==> src/inc/ftc_pkg.sv <==
// Constants, lookup tables and carrier types for the fault threshold settings word.
// Assumes one clock domain; all measurement inputs come from logic on that clock.
package ftc_pkg;

    // ------------------------------------------------------------------
    // Register placement and field layout
    // ------------------------------------------------------------------
    localparam logic [7:0]  FTC_REG_OFFSET     = 8'h94;
    localparam logic [31:0] FTC_REG_RESET      = 32'h0000_0000;
    localparam int          FTC_PARITY_BIT     = 31;
    localparam int          FTC_ABN_EN_BIT     = 30;
    localparam int          FTC_SYNC_EN_BIT    = 29;
    localparam int          FTC_ABSENT_EN_BIT  = 28;
    localparam int          FTC_ABN_LSB        = 24;
    localparam int          FTC_SYNC_LSB       = 21;
    localparam int          FTC_ABSENT_LSB     = 18;
    localparam int          FTC_OV_MODE_BIT    = 17;
    localparam int          FTC_VMAX_LSB       = 14;
    localparam int          FTC_UV_MODE_BIT    = 13;
    localparam int          FTC_VMIN_LSB       = 10;
    localparam int          FTC_RETRY_LSB      = 7;
    localparam int          FTC_MINSPD_LSB     = 4;
    localparam int          FTC_RATIO_LSB      = 2;
    localparam int          FTC_DUTY_LSB       = 0;

    // ------------------------------------------------------------------
    // Lookup constants (speed in 0.5 Hz, sense in 0.5 mV, supply in 0.1 V,
    // duty in 0.1 percent)
    // ------------------------------------------------------------------
    localparam logic [12:0] FTC_ABN_STEP       = 13'h1f4;
    localparam logic [3:0]  FTC_SYNC_BASE      = 4'h2;
    localparam logic [9:0]  FTC_ABSENT_LUT [8] = '{10'h00a, 10'h00f, 10'h014, 10'h019,
                                                   10'h028, 10'h032, 10'h03c, 10'h050};
    localparam logic [9:0]  FTC_VMAX_LUT   [8] = '{10'h000, 10'h0c8, 10'h0fa, 10'h12c,
                                                   10'h15e, 10'h190, 10'h1f4, 10'h258};
    localparam logic [9:0]  FTC_VMIN_LUT   [8] = '{10'h000, 10'h03c, 10'h046, 10'h050,
                                                   10'h05a, 10'h064, 10'h078, 10'h096};
    localparam logic [4:0]  FTC_RETRY_LUT  [8] = '{5'h00, 5'h02, 5'h03, 5'h05,
                                                   5'h07, 5'h0a, 5'h0f, 5'h14};
    localparam logic [5:0]  FTC_MINSPD_LUT [8] = '{6'h01, 6'h02, 6'h04, 6'h06,
                                                   6'h0a, 6'h14, 6'h1e, 6'h32};
    localparam logic [3:0]  FTC_RATIO_LUT  [4] = '{4'h2, 4'h4, 4'h6, 4'h8};
    localparam logic [9:0]  FTC_DUTY_LUT   [4] = '{10'h00a, 10'h00f, 10'h014, 10'h019};

    // ------------------------------------------------------------------
    // Carrier types
    // ------------------------------------------------------------------
    typedef struct packed {
        logic        speed_valid;  // One-cycle pulse at the end of each electrical cycle.
        logic [15:0] speed;        // Electrical speed, 0.5 Hz units.
        logic        sync_lost;    // One-cycle pulse per loss of synchronisation.
        logic        motor_run;    // Level, motor is being driven.
        logic [9:0]  sense;        // Current sense amplifier output, 0.5 mV units.
        logic [9:0]  supply;       // Supply voltage, 0.1 V units.
        logic [9:0]  duty;         // Commanded duty, 0.1 percent units.
    } ftc_meas_t;

    typedef struct packed {
        logic        abn_en;
        logic        sync_en;
        logic        absent_en;
        logic [12:0] abn_limit;
        logic [3:0]  sync_count;
        logic [9:0]  absent_limit;
        logic        ov_auto;
        logic [9:0]  vmax;
        logic        uv_auto;
        logic [9:0]  vmin;
        logic [4:0]  retry_limit;
        logic [5:0]  min_speed;
        logic [3:0]  ratio;
        logic [9:0]  duty_floor;
    } ftc_thr_t;

endpackage : ftc_pkg

==> src/rtl/ftc_threshold_decode.sv <==
// Turns the stored settings word into registered thresholds.
// Assumes the settings word is held stable by the register bank on the same clock.
module ftc_threshold_decode
    import ftc_pkg::*;
(
    input  wire logic        clk_sys,
    input  wire logic        rst_n,
    input  wire logic [31:0] settings,
    output ftc_thr_t         thr
);

    // ------------------------------------------------------------------
    // Decoding
    // ------------------------------------------------------------------
    function automatic ftc_thr_t decode(input logic [31:0] s);
        ftc_thr_t t;
        t              = '0;
        t.abn_en       = s[FTC_ABN_EN_BIT];
        t.sync_en      = s[FTC_SYNC_EN_BIT];
        t.absent_en    = s[FTC_ABSENT_EN_BIT];
        t.abn_limit    = 13'(FTC_ABN_STEP * ({9'h0, s[FTC_ABN_LSB +: 4]} + 13'h1));
        t.sync_count   = {1'b0, s[FTC_SYNC_LSB +: 3]} + FTC_SYNC_BASE;
        t.absent_limit = FTC_ABSENT_LUT[s[FTC_ABSENT_LSB +: 3]];
        t.ov_auto      = s[FTC_OV_MODE_BIT];
        t.vmax         = FTC_VMAX_LUT[s[FTC_VMAX_LSB +: 3]];
        t.uv_auto      = s[FTC_UV_MODE_BIT];
        t.vmin         = FTC_VMIN_LUT[s[FTC_VMIN_LSB +: 3]];
        t.retry_limit  = FTC_RETRY_LUT[s[FTC_RETRY_LSB +: 3]];
        t.min_speed    = FTC_MINSPD_LUT[s[FTC_MINSPD_LSB +: 3]];
        t.ratio        = FTC_RATIO_LUT[s[FTC_RATIO_LSB +: 2]];
        t.duty_floor   = FTC_DUTY_LUT[s[FTC_DUTY_LSB +: 2]];
        return t;
    endfunction : decode

    // Thresholds of the reset word, so the checks run with code 0 limits
    // straight out of reset rather than with an all-zero table.
    localparam ftc_thr_t FTC_THR_RESET = decode(FTC_REG_RESET);

    // Registering the table output keeps the compare paths short; a new
    // setting therefore takes effect one cycle after it is stored.
    always_ff @(posedge clk_sys or negedge rst_n) begin
        if (!rst_n) begin
            thr <= FTC_THR_RESET;
        end else begin
            thr <= decode(settings);
        end
    end

endmodule : ftc_threshold_decode

==> src/rtl/ftc_fault_threshold_config.sv <==
// Fault threshold settings word and the lock and supply fault checks it steers.
// Assumes measurement strobes come from logic on clk_sys and need no synchroniser.
//
// Behaviour
// - Abnormal-speed limit is 250 Hz times code plus one.
// - Loss-of-sync fault after code plus two losses of synchronisation.
// - No-motor current threshold is selected sense voltage over amplifier gain.
// - Overvoltage mode 0 latches the fault; 1 clears it when supply recovers.
// - Upper supply limit: 0 no limit, else 20 to 60 volts.
// - Undervoltage mode 0 latches the fault; 1 clears it when supply recovers.
// - Lower supply limit: 0 no limit, else 6 to 15 volts.
// - Retry attempts: 0 unlimited, else 2 to 20 attempts.
// - Lock fault when speed drops below selected minimum, 0.5 to 25 Hz.
// - Abnormal-speed fault when speed ratio between cycles exceeds 2, 4, 6 or 8.
// - Target speed is zero when duty is below 1 to 2.5 percent.
// - Abnormal-speed detection runs only while its enable bit is set.
// - Loss-of-sync and no-motor detections run only while their enables are set.
module ftc_fault_threshold_config
    import ftc_pkg::*;
(
    input  wire logic        clk_sys,
    input  wire logic        rst_n,
    input  wire logic        cfg_wr,
    input  wire logic [31:0] cfg_wdata,
    input  ftc_meas_t        meas,
    input  wire logic        fault_clear,
    input  wire logic        retry_attempt,
    output logic      [31:0] cfg_rdata,
    output logic             abn_speed_fault,
    output logic             sync_loss_fault,
    output logic             absent_motor_fault,
    output logic             low_speed_fault,
    output logic             ov_fault,
    output logic             uv_fault,
    output logic             retry_exhausted,
    output logic             target_zero
);

    // ------------------------------------------------------------------
    // Settings register and threshold decode
    // ------------------------------------------------------------------
    ftc_thr_t    thr;
    logic [15:0] prev_speed;
    logic        prev_valid;
    logic [3:0]  sync_cnt;
    logic [4:0]  retry_cnt;
    logic        speed_jump;
    logic        abn_hit;

    // The word is stored whole; the parity bit is kept but not checked here.
    always_ff @(posedge clk_sys or negedge rst_n) begin
        if (!rst_n) begin
            cfg_rdata <= FTC_REG_RESET;
        end else if (cfg_wr) begin
            cfg_rdata <= cfg_wdata;
        end
    end

    ftc_threshold_decode u_decode (
        .clk_sys  (clk_sys),
        .rst_n    (rst_n),
        .settings (cfg_rdata),
        .thr      (thr)
    );

    // ------------------------------------------------------------------
    // Abnormal speed: absolute limit and cycle-to-cycle jump
    // ------------------------------------------------------------------
    // A jump is judged both ways, so a sudden drop counts as well as a surge.
    // Products are formed at 20 bits so a full-scale speed times 8 cannot wrap.
    assign speed_jump = prev_valid &&
                        ((20'(meas.speed) > 20'(prev_speed) * 20'(thr.ratio)) ||
                         (20'(prev_speed) > 20'(meas.speed) * 20'(thr.ratio)));
    assign abn_hit    = meas.speed_valid && thr.abn_en &&
                        (({3'h0, meas.speed[15:13]} != 6'h0) ||
                         (meas.speed[12:0] > thr.abn_limit) || speed_jump);

    // The first cycle after the motor starts running again has no reference speed to compare with.
    always_ff @(posedge clk_sys or negedge rst_n) begin
        if (!rst_n) begin
            prev_speed <= 16'h0;
            prev_valid <= 1'b0;
        end else if (!meas.motor_run) begin
            prev_valid <= 1'b0;
        end else if (meas.speed_valid) begin
            prev_speed <= meas.speed;
            prev_valid <= 1'b1;
        end
    end

    // A fresh hit wins over a clear in the same cycle.
    always_ff @(posedge clk_sys or negedge rst_n) begin
        if (!rst_n) begin
            abn_speed_fault <= 1'b0;
        end else if (abn_hit) begin
            abn_speed_fault <= 1'b1;
        end else if (fault_clear) begin
            abn_speed_fault <= 1'b0;
        end
    end

    // ------------------------------------------------------------------
    // Loss of synchronisation
    // ------------------------------------------------------------------
    always_ff @(posedge clk_sys or negedge rst_n) begin
        if (!rst_n) begin
            sync_cnt        <= 4'h0;
            sync_loss_fault <= 1'b0;
        end else if (meas.sync_lost && thr.sync_en) begin
            if (sync_cnt + 4'h1 >= thr.sync_count) begin
                sync_loss_fault <= 1'b1;
                sync_cnt        <= 4'h0;
            end else begin
                sync_cnt <= sync_cnt + 4'h1;
            end
        end else if (fault_clear) begin
            sync_cnt        <= 4'h0;
            sync_loss_fault <= 1'b0;
        end
    end

    // ------------------------------------------------------------------
    // No motor and minimum speed
    // ------------------------------------------------------------------
    // The amplifier output is compared with the selected voltage, which is
    // the same as comparing phase current with voltage over gain.
    always_ff @(posedge clk_sys or negedge rst_n) begin
        if (!rst_n) begin
            absent_motor_fault <= 1'b0;
        end else if (thr.absent_en && meas.motor_run && meas.sense < thr.absent_limit) begin
            absent_motor_fault <= 1'b1;
        end else if (fault_clear) begin
            absent_motor_fault <= 1'b0;
        end
    end

    always_ff @(posedge clk_sys or negedge rst_n) begin
        if (!rst_n) begin
            low_speed_fault <= 1'b0;
        end else if (meas.motor_run && meas.speed_valid && meas.speed < {10'h0, thr.min_speed}) begin
            low_speed_fault <= 1'b1;
        end else if (fault_clear) begin
            low_speed_fault <= 1'b0;
        end
    end

    // ------------------------------------------------------------------
    // Supply window
    // ------------------------------------------------------------------
    // In latch mode a clear is refused while the supply is still out of bounds.
    always_ff @(posedge clk_sys or negedge rst_n) begin
        if (!rst_n) begin
            ov_fault <= 1'b0;
        end else if (thr.vmax != 10'h0 && meas.supply > thr.vmax) begin
            ov_fault <= 1'b1;
        end else if (thr.ov_auto || fault_clear) begin
            ov_fault <= 1'b0;
        end
    end

    always_ff @(posedge clk_sys or negedge rst_n) begin
        if (!rst_n) begin
            uv_fault <= 1'b0;
        end else if (thr.vmin != 10'h0 && meas.supply < thr.vmin) begin
            uv_fault <= 1'b1;
        end else if (thr.uv_auto || fault_clear) begin
            uv_fault <= 1'b0;
        end
    end

    // ------------------------------------------------------------------
    // Retry budget and zero command
    // ------------------------------------------------------------------
    // The counter saturates at 31, so a run of retries past the limit never wraps back out of the stop.
    always_ff @(posedge clk_sys or negedge rst_n) begin
        if (!rst_n) begin
            retry_cnt <= 5'h0;
        end else if (retry_attempt && retry_cnt != 5'h1f) begin
            retry_cnt <= retry_cnt + 5'h1;
        end else if (fault_clear && !retry_attempt) begin
            retry_cnt <= 5'h0;
        end
    end

    always_ff @(posedge clk_sys or negedge rst_n) begin
        if (!rst_n) begin
            retry_exhausted <= 1'b0;
            target_zero     <= 1'b1;
        end else begin
            retry_exhausted <= (thr.retry_limit != 5'h0) && (retry_cnt >= thr.retry_limit);
            target_zero     <= meas.duty < thr.duty_floor;
        end
    end
endmodule : ftc_fault_threshold_config

==> config.mk <==
export PLATFORM = sky130hd
export DESIGN_NAME = ftc_fault_threshold_config
export DESIGN_NICKNAME = d
export VERILOG_FILES = /design/src/inc/ftc_pkg.sv /design/src/rtl/ftc_threshold_decode.sv /design/src/rtl/ftc_fault_threshold_config.sv
export SDC_FILE = /design/constraint.sdc
export NUM_CORES = 1
export LEC_CHECK = 0
export BUFFER_PORTS_ARGS = -buffer_cell sky130_fd_sc_hd__buf_2
export CAP_MARGIN = 15
export CORE_ASPECT_RATIO = 1.75
export CORE_MARGIN = 5
export CORE_UTILIZATION = 45
export CTS_CLUSTER_DIAMETER = 60
export DETAILED_ROUTE_END_ITERATION = 6
export PLACE_DENSITY_LB_ADDON = 0.3
export SLEW_MARGIN = 15
export SYNTH_ARGS = -nofsm -noshare
export SYNTH_HDL_FRONTEND = slang
export SYNTH_SLANG_ARGS = --single-unit
==> constraint.sdc <==
create_clock -name clk_sys -period 9 [get_ports clk_sys]
set_clock_uncertainty 0.1 [all_clocks]
set_input_delay 2.7 -clock clk_sys [delete_from_list [all_inputs] [get_ports clk_sys]]
set_output_delay 2.7 -clock clk_sys [all_outputs]
set_load 0.05 [all_outputs]
After elaboration in Yosys (flattened, before gate mapping)
Memory sizes are Yosys's and may differ from the RTL's. A register that Yosys moved wholly into a read port is not among the register bits.
Index checks and enable logic that the tools add are counted.

operators by class
  magnitude comparators = 12
  $add $sub $neg = 4
  equal/unequal tests = 3
  bitwise logic cells = 7
  mux-type cells = 23
  reduce and logical (&&, ||, !) cells = 37
  $mul = 3

operators with widths
  cell                                                                 number
  16-bit by 20-bit greater-than comparator with 1-bit output           2
  16-bit by 4-bit multiplier with 20-bit output                        2
  10-bit < comparator                                                  3
  10-bit binary-select mux with 2-bit select                           1
  10-bit two-way mux                                                   2
  4-bit two-way mux                                                    5
  3-bit NOT with 4-bit output                                          5
  10-bit nonzero test                                                  2
  16-bit by 6-bit < comparator with 1-bit output                       1
  2-bit nonzero test                                                   7
  13-bit greater-than comparator                                       1
  1-bit logical AND                                                    13
  7-bit by 13-bit multiplier with 11-bit output, first input constant  1
  1-bit two-way mux                                                    12
  10-bit greater-than comparator                                       1
  5-bit two-way mux                                                    2
  4-bit binary-select mux with 2-bit select                            1
  3-bit greater-or-equal comparator, second input constant             2
  1-bit zero test                                                      6
  2-bit NOT with 3-bit output                                          2
  4-bit by 1-bit adder with 5-bit output, second input constant        1
  5-bit by 1-bit adder with 5-bit output, second input constant        1
  5-bit greater-or-equal comparator                                    1
  1-bit logical OR                                                     5
  other kinds (8)                                                      10

storage, ports and cells
  ROM bits = 328
  register bits = 100
  input bits = 86
  word-level logic and storage cells = 116
  memories = 5

memory list
  memory            words  bits a word  read ports  clocked after memory_dff  wr ports  line                        RTL
  (name not given)  8      10           1           1                         0         ftc_threshold_decode.sv:25  t.vmax = FTC_VMAX_LUT[s[FTC_VMAX_LSB +: 3]];
  (name not given)  8      10           1           1                         0         ftc_threshold_decode.sv:27  t.vmin = FTC_VMIN_LUT[s[FTC_VMIN_LSB +: 3]];
  (name not given)  8      10           1           1                         0         ftc_threshold_decode.sv:23  t.absent_limit = FTC_ABSENT_LUT[s[FTC_ABSENT_LSB +: 3]];
  (name not given)  8      6            1           1                         0         ftc_threshold_decode.sv:29  t.min_speed = FTC_MINSPD_LUT[s[FTC_MINSPD_LSB +: 3]];
  (name not given)  8      5            1           1                         0         ftc_threshold_decode.sv:28  t.retry_limit = FTC_RETRY_LUT[s[FTC_RETRY_LSB +: 3]];

Depth between registers and ports, before layout
  word-level depth = 7
  depth in mapped cells = 20
  depth with buffers taken out = 19

By module
Synthesis repeated with hierarchy kept, for this count alone.

unflattened totals
  cells, all modules = 1266
  area, all modules = 11960.2 µm²

by module, submodules not included
  module                      instances  area each (µm²)  cells each  seq. area each (µm²)
  ftc_fault_threshold_config  1          8804.7           1002        1652.8
  ftc_threshold_decode        1          3155.5           264         1567.8

Worst setup path after synthesis
No wires, ideal clock.

  kind = input-to-reg
  start point = input port meas[33] (netlist name)
  end point = register abn_speed_fault
  slack = 2.627 ns
  data arrival time = 6.144 ns
  data required time = 8.772 ns
  stages = 15
  setup time = 0.128 ns
  cells stage by stage = and2_1 fa_1 ha_1 ha_1 fa_1 a211oi_1 o21bai_1 a21oi_1 xor2_1 ha_1 nand4_1 or4_1 and4_1 o2111ai_1 o211ai_2

on the way
  longest elaborated chain between the ends = 7

ends and longest elaborated chain
  what                                                            line                              RTL
  from (decl)                                                     ftc_fault_threshold_config.sv:25  input ftc_meas_t meas,
  16-bit by 4-bit multiplier with 20-bit output                   ftc_fault_threshold_config.sv:73  (20'(prev_speed) > 20'(meas.speed) * 20'(thr.ratio)));
  16-bit by 20-bit greater-than comparator with 1-bit output      ftc_fault_threshold_config.sv:73
  1-bit logical OR                                                ftc_fault_threshold_config.sv:72  ((20'(meas.speed) > 20'(prev_speed) * 20'(thr.ratio)) ||
  1-bit logical AND                                               ftc_fault_threshold_config.sv:71  assign speed_jump = prev_valid &&
  1-bit logical OR (*)                                            ftc_fault_threshold_config.sv:76  (meas.speed[12:0] > thr.abn_limit) || speed_jump);
  1-bit logical AND (*)                                           ftc_fault_threshold_config.sv:74  assign abn_hit = meas.speed_valid && thr.abn_en &&
  1-bit two-way mux / 2-bit nonzero test (equally long branches)  -
  to (signal assigned)                                            ftc_fault_threshold_config.sv:94  abn_speed_fault <= 1'b0;
  to (signal assigned)                                            ftc_fault_threshold_config.sv:96  abn_speed_fault <= 1'b1;
  to (signal assigned)                                            ftc_fault_threshold_config.sv:98  abn_speed_fault <= 1'b0;
  to (decl)                                                       ftc_fault_threshold_config.sv:29  output logic abn_speed_fault,

Mark *: on every way between the ends. The rest lies on a longest branch, timed or not.
A chain may end at the register's enable or synchronous reset.

Worst setup path after layout
Ends and elaborated chain as after synthesis.

==> results.txt <==
status -> finished, final reports clean
layout cell share with drive strength beyond 1 -> 19.1%
RSZ-0062 raised after global routing -> no
CP Class -> input pin to flip-flop
compound-gate portion of the synthesized area -> 11.5%
WL met3 -> 883 um
Metal-1 WL -> 8850 um
DR iter-0 viols -> 228
nets -> 1494
endpoints failing hold -> 0
synth cell count leaders -> ha_1, inv_1, dfrtp_1
Vias/cell -> 5.26
Async S/R FF share, synth -> 100%
# resized after CTS -> 0
Netlist cell types -> 56
Cell Area, Synth -> 0.0105 mm^2
CTS root buffer -> clkbuf_16
register area share after synthesis -> 30.6%
largest net degree at the start of global routing -> 73
Register Area -> 0.00322 mm^2
Post-DP HPWL -> 20100 um
vias in the first global route -> 8379
maxcap violations -> 0
Core Box Area -> 0.0232 mm^2
antenna-violating nets left -> 0
critical path endpoint -> abn_speed_fault$_DFFE_PN0P_
delay-heaviest family, CP -> adder cells
Reg2Reg Setup Slack -> 2890 ps
most used cell, CP -> ha_1
Fin Setup TNS -> 0 ps
CP Launch Type -> input pin
full die area -> 0.0267 mm^2
Synthesis Warnings -> 0
most instantiated library cell after synthesis -> ha_1
XOR/XNOR share of the synthesized area -> 3.08%
pwr dens -> 215 mW/mm^2
Crit. path cell count -> 16
Mean Syn Cell Area -> 10.1 um^2
GRT Util Overall -> 19.5%
main flop type after synthesis -> dfrtp_1
Routed WL -> 24800 um
post-CTS setup buffers -> 0
FMAX -> 157 MHz
Synth Area in Adders -> 30.9%
Finished Core Util -> 52.0%
Clock Latency Late Sink -> 420 ps
routed wl met2 -> 13500 um
largest family of logic cells by synthesized area -> adder cells
leakage -> 6.33 nW
via count -> 7826
WP buf/inv -> 1
peak supply drop -> 0.205 mV
num ports -> 126
post-layout min period -> 6370 ps
WP data arrival -> 6560 ps
Final Max Slew Viols -> 0
Clock Sinks -> 128
max incr delay on CP -> 520 ps
routed len/inst -> 16.6 um
max_slew headroom -> 30.9%
Worst Setup End Kind -> flip-flop
Synth Instances -> 1044
Max Root-Sink Buffers -> 2
CP startpoint -> meas[33]
CTS tree -> done
IO Port Bufs -> 125
crit path cell chain -> buf_2, and2_1, fa_1, ha_1, ha_1, fa_1, a211oi_1, o21bai_1, a21oi_1, xor2_1, ha_1, nand4_1, or4_1, and4_1, o2111ai_1, o211ai_2
RePlAce Congestion -> 0.935
reg2reg start -> u_decode.thr[13]$_DFF_PN0_
die width -> 126 um
total grt overflow -> 0
ant diodes -> 0
DRC Markers -> 0
drt first pass iters -> 4
top post-synthesis cells by area -> dfrtp_1, ha_1, fa_1, and2_1, mux2_2
Layout area overhead -> 14.9%
H-tree Lvls -> 4
post-synth top area share -> 27.1%
row count -> 74
slowest CP cell -> or4_1
FF-to-FF End -> abn_speed_fault$_DFFE_PN0P_
Num CTS Buffers -> 17
initial antenna violation count -> 1
total nets after synthesis -> 1366
DIE HEIGHT -> 212 um
CP required -> 9200 ps
CTS clock-pin slew for the worst setup and hold paths -> 60 ps
Synth Area in Simple Gates -> 14.6%
area leader, netlist -> dfrtp_1
multiplexer share of the synthesized area -> 4.55%
R2R depth -> 20
# hold bufs at CTS -> 0
crit share post-route -> 70.7%
area of the multi-input gates -> 0.00680 mm^2
Slew @ Worst Pin -> 1040 ps
first-pass GRT wire length -> 41400 um
Starting Density -> 45.3%
number of synthesized register bits -> 128
worst min path class -> flip-flop to flip-flop
Crit Path Max Fanout -> 6
number of synthesized flops with an enable pin -> 0
Filler cells -> 2152
top layer in use -> met5
final setup violation count -> 0
layout by cell type (no fill, tap or decap), types with 7 or more instances in the layout:
| cell type | count |
|---|---|
| nor2b_1 | 19 |
| a21oi_1 | 57 |
| o21ai_0 | 41 |
| buf_2 | 124 |
| nor4_1 | 9 |
| clkbuf_16 | 17 |
| xor2_1 | 18 |
| nor3_1 | 14 |
| a21o_1 | 30 |
| nor2_1 | 27 |
| nand2b_1 | 15 |
| a31oi_1 | 7 |
| a211oi_1 | 9 |
| inv_1 | 115 |
| mux2_2 | 39 |
| ha_1 | 196 |
| fa_1 | 40 |
| dfstp_2 | 14 |
| and2_1 | 90 |
| xnor2_1 | 19 |
| nand3_1 | 10 |
| dfrtp_1 | 114 |
| nand2_1 | 52 |
| nand4_1 | 10 |
| o21bai_1 | 8 |
per-layer routing:
layer,track usage (%),vias up
li1,-,3855
met1,19.6,3741
met2,36.7,164
met3,3.70,64
met4,11.9,2
met5,0,-
sequential cells by signal, indices dropped and copies added (netlist names):
| register | flops |
|---|---|
| absent_motor_fault | 1 |
| retry_cnt | 5 |
| sync_loss_fault | 1 |
| retry_exhausted | 1 |
| target_zero | 1 |
| prev_speed | 16 |
| prev_valid | 1 |
| sync_cnt | 4 |
| uv_fault | 1 |
| u_decode.thr | 62 |
| abn_speed_fault | 1 |
| ov_fault | 1 |
| low_speed_fault | 1 |
| cfg_rdata | 32 |
cell families (layout without fill, tap and decap cells):
logic type / Yosys count / in the layout
flip-flops: 128 / 128
XOR/XNOR: 37 / 37
buffers and inverters: 134 / 275
adder cells (fa/ha/maj): 236 / 236
AND/OR/NAND/NOR: 276 / 276
AO/OA/AOI/OAI: 190 / 190
multiplexers: 43 / 43
per-stage QoR:
stage | hold slack (ps) | setup WS [ps] | total power [mW] | instances | instance area [um^2]
6_report | 296 | 2630 | 2.60 | 1489 | 12100
5_1_grt | 312 | 2430 | 2.82 | 1489 | 12100
4_1_cts | 300 | 2660 | 2.64 | 1489 | 12100
3_5_place_dp | 286 | 2210 | 1.91 | 1457 | 11500
3_3_place_gp | 279 | 2250 | 1.88 | 1457 | 11500
2_1_floorplan | 344 | 2630 | 1.60 | 1044 | 10500
area by class of cell:
type,count,area share [%]
clock buffer,19,3.75
sequential,128,26.6
clock inverter,13,1.23
multi-input combinational,782,56.3
tap,304,3.15
inverter,115,3.57
timing repair buffer,128,5.41
worst min-delay path by stage:
stage	start	end	cells after the start
floorplan	prev_valid$_DFFE_PN0P_	prev_valid$_DFFE_PN0P_	1
global placement	cfg_rdata[13]$_DFFE_PN0P_	u_decode.thr[35]$_DFF_PN0_	0
detailed placement	cfg_rdata[0]$_DFFE_PN0P_	u_decode.thr[0]$_DFF_PN0_	0
CTS	cfg_rdata[0]$_DFFE_PN0P_	u_decode.thr[0]$_DFF_PN0_	0
global route	cfg_rdata[0]$_DFFE_PN0P_	u_decode.thr[0]$_DFF_PN0_	0
finish	cfg_rdata[0]$_DFFE_PN0P_	u_decode.thr[0]$_DFF_PN0_	0
power by group:
group,switching [mW],internal [mW]
Sequential,0.0796,0.679
Combinational,0.643,0.489
Clock,0.276,0.429
Total,0.998,1.60
No activity file was read; power rests on OpenSTA's default activity.
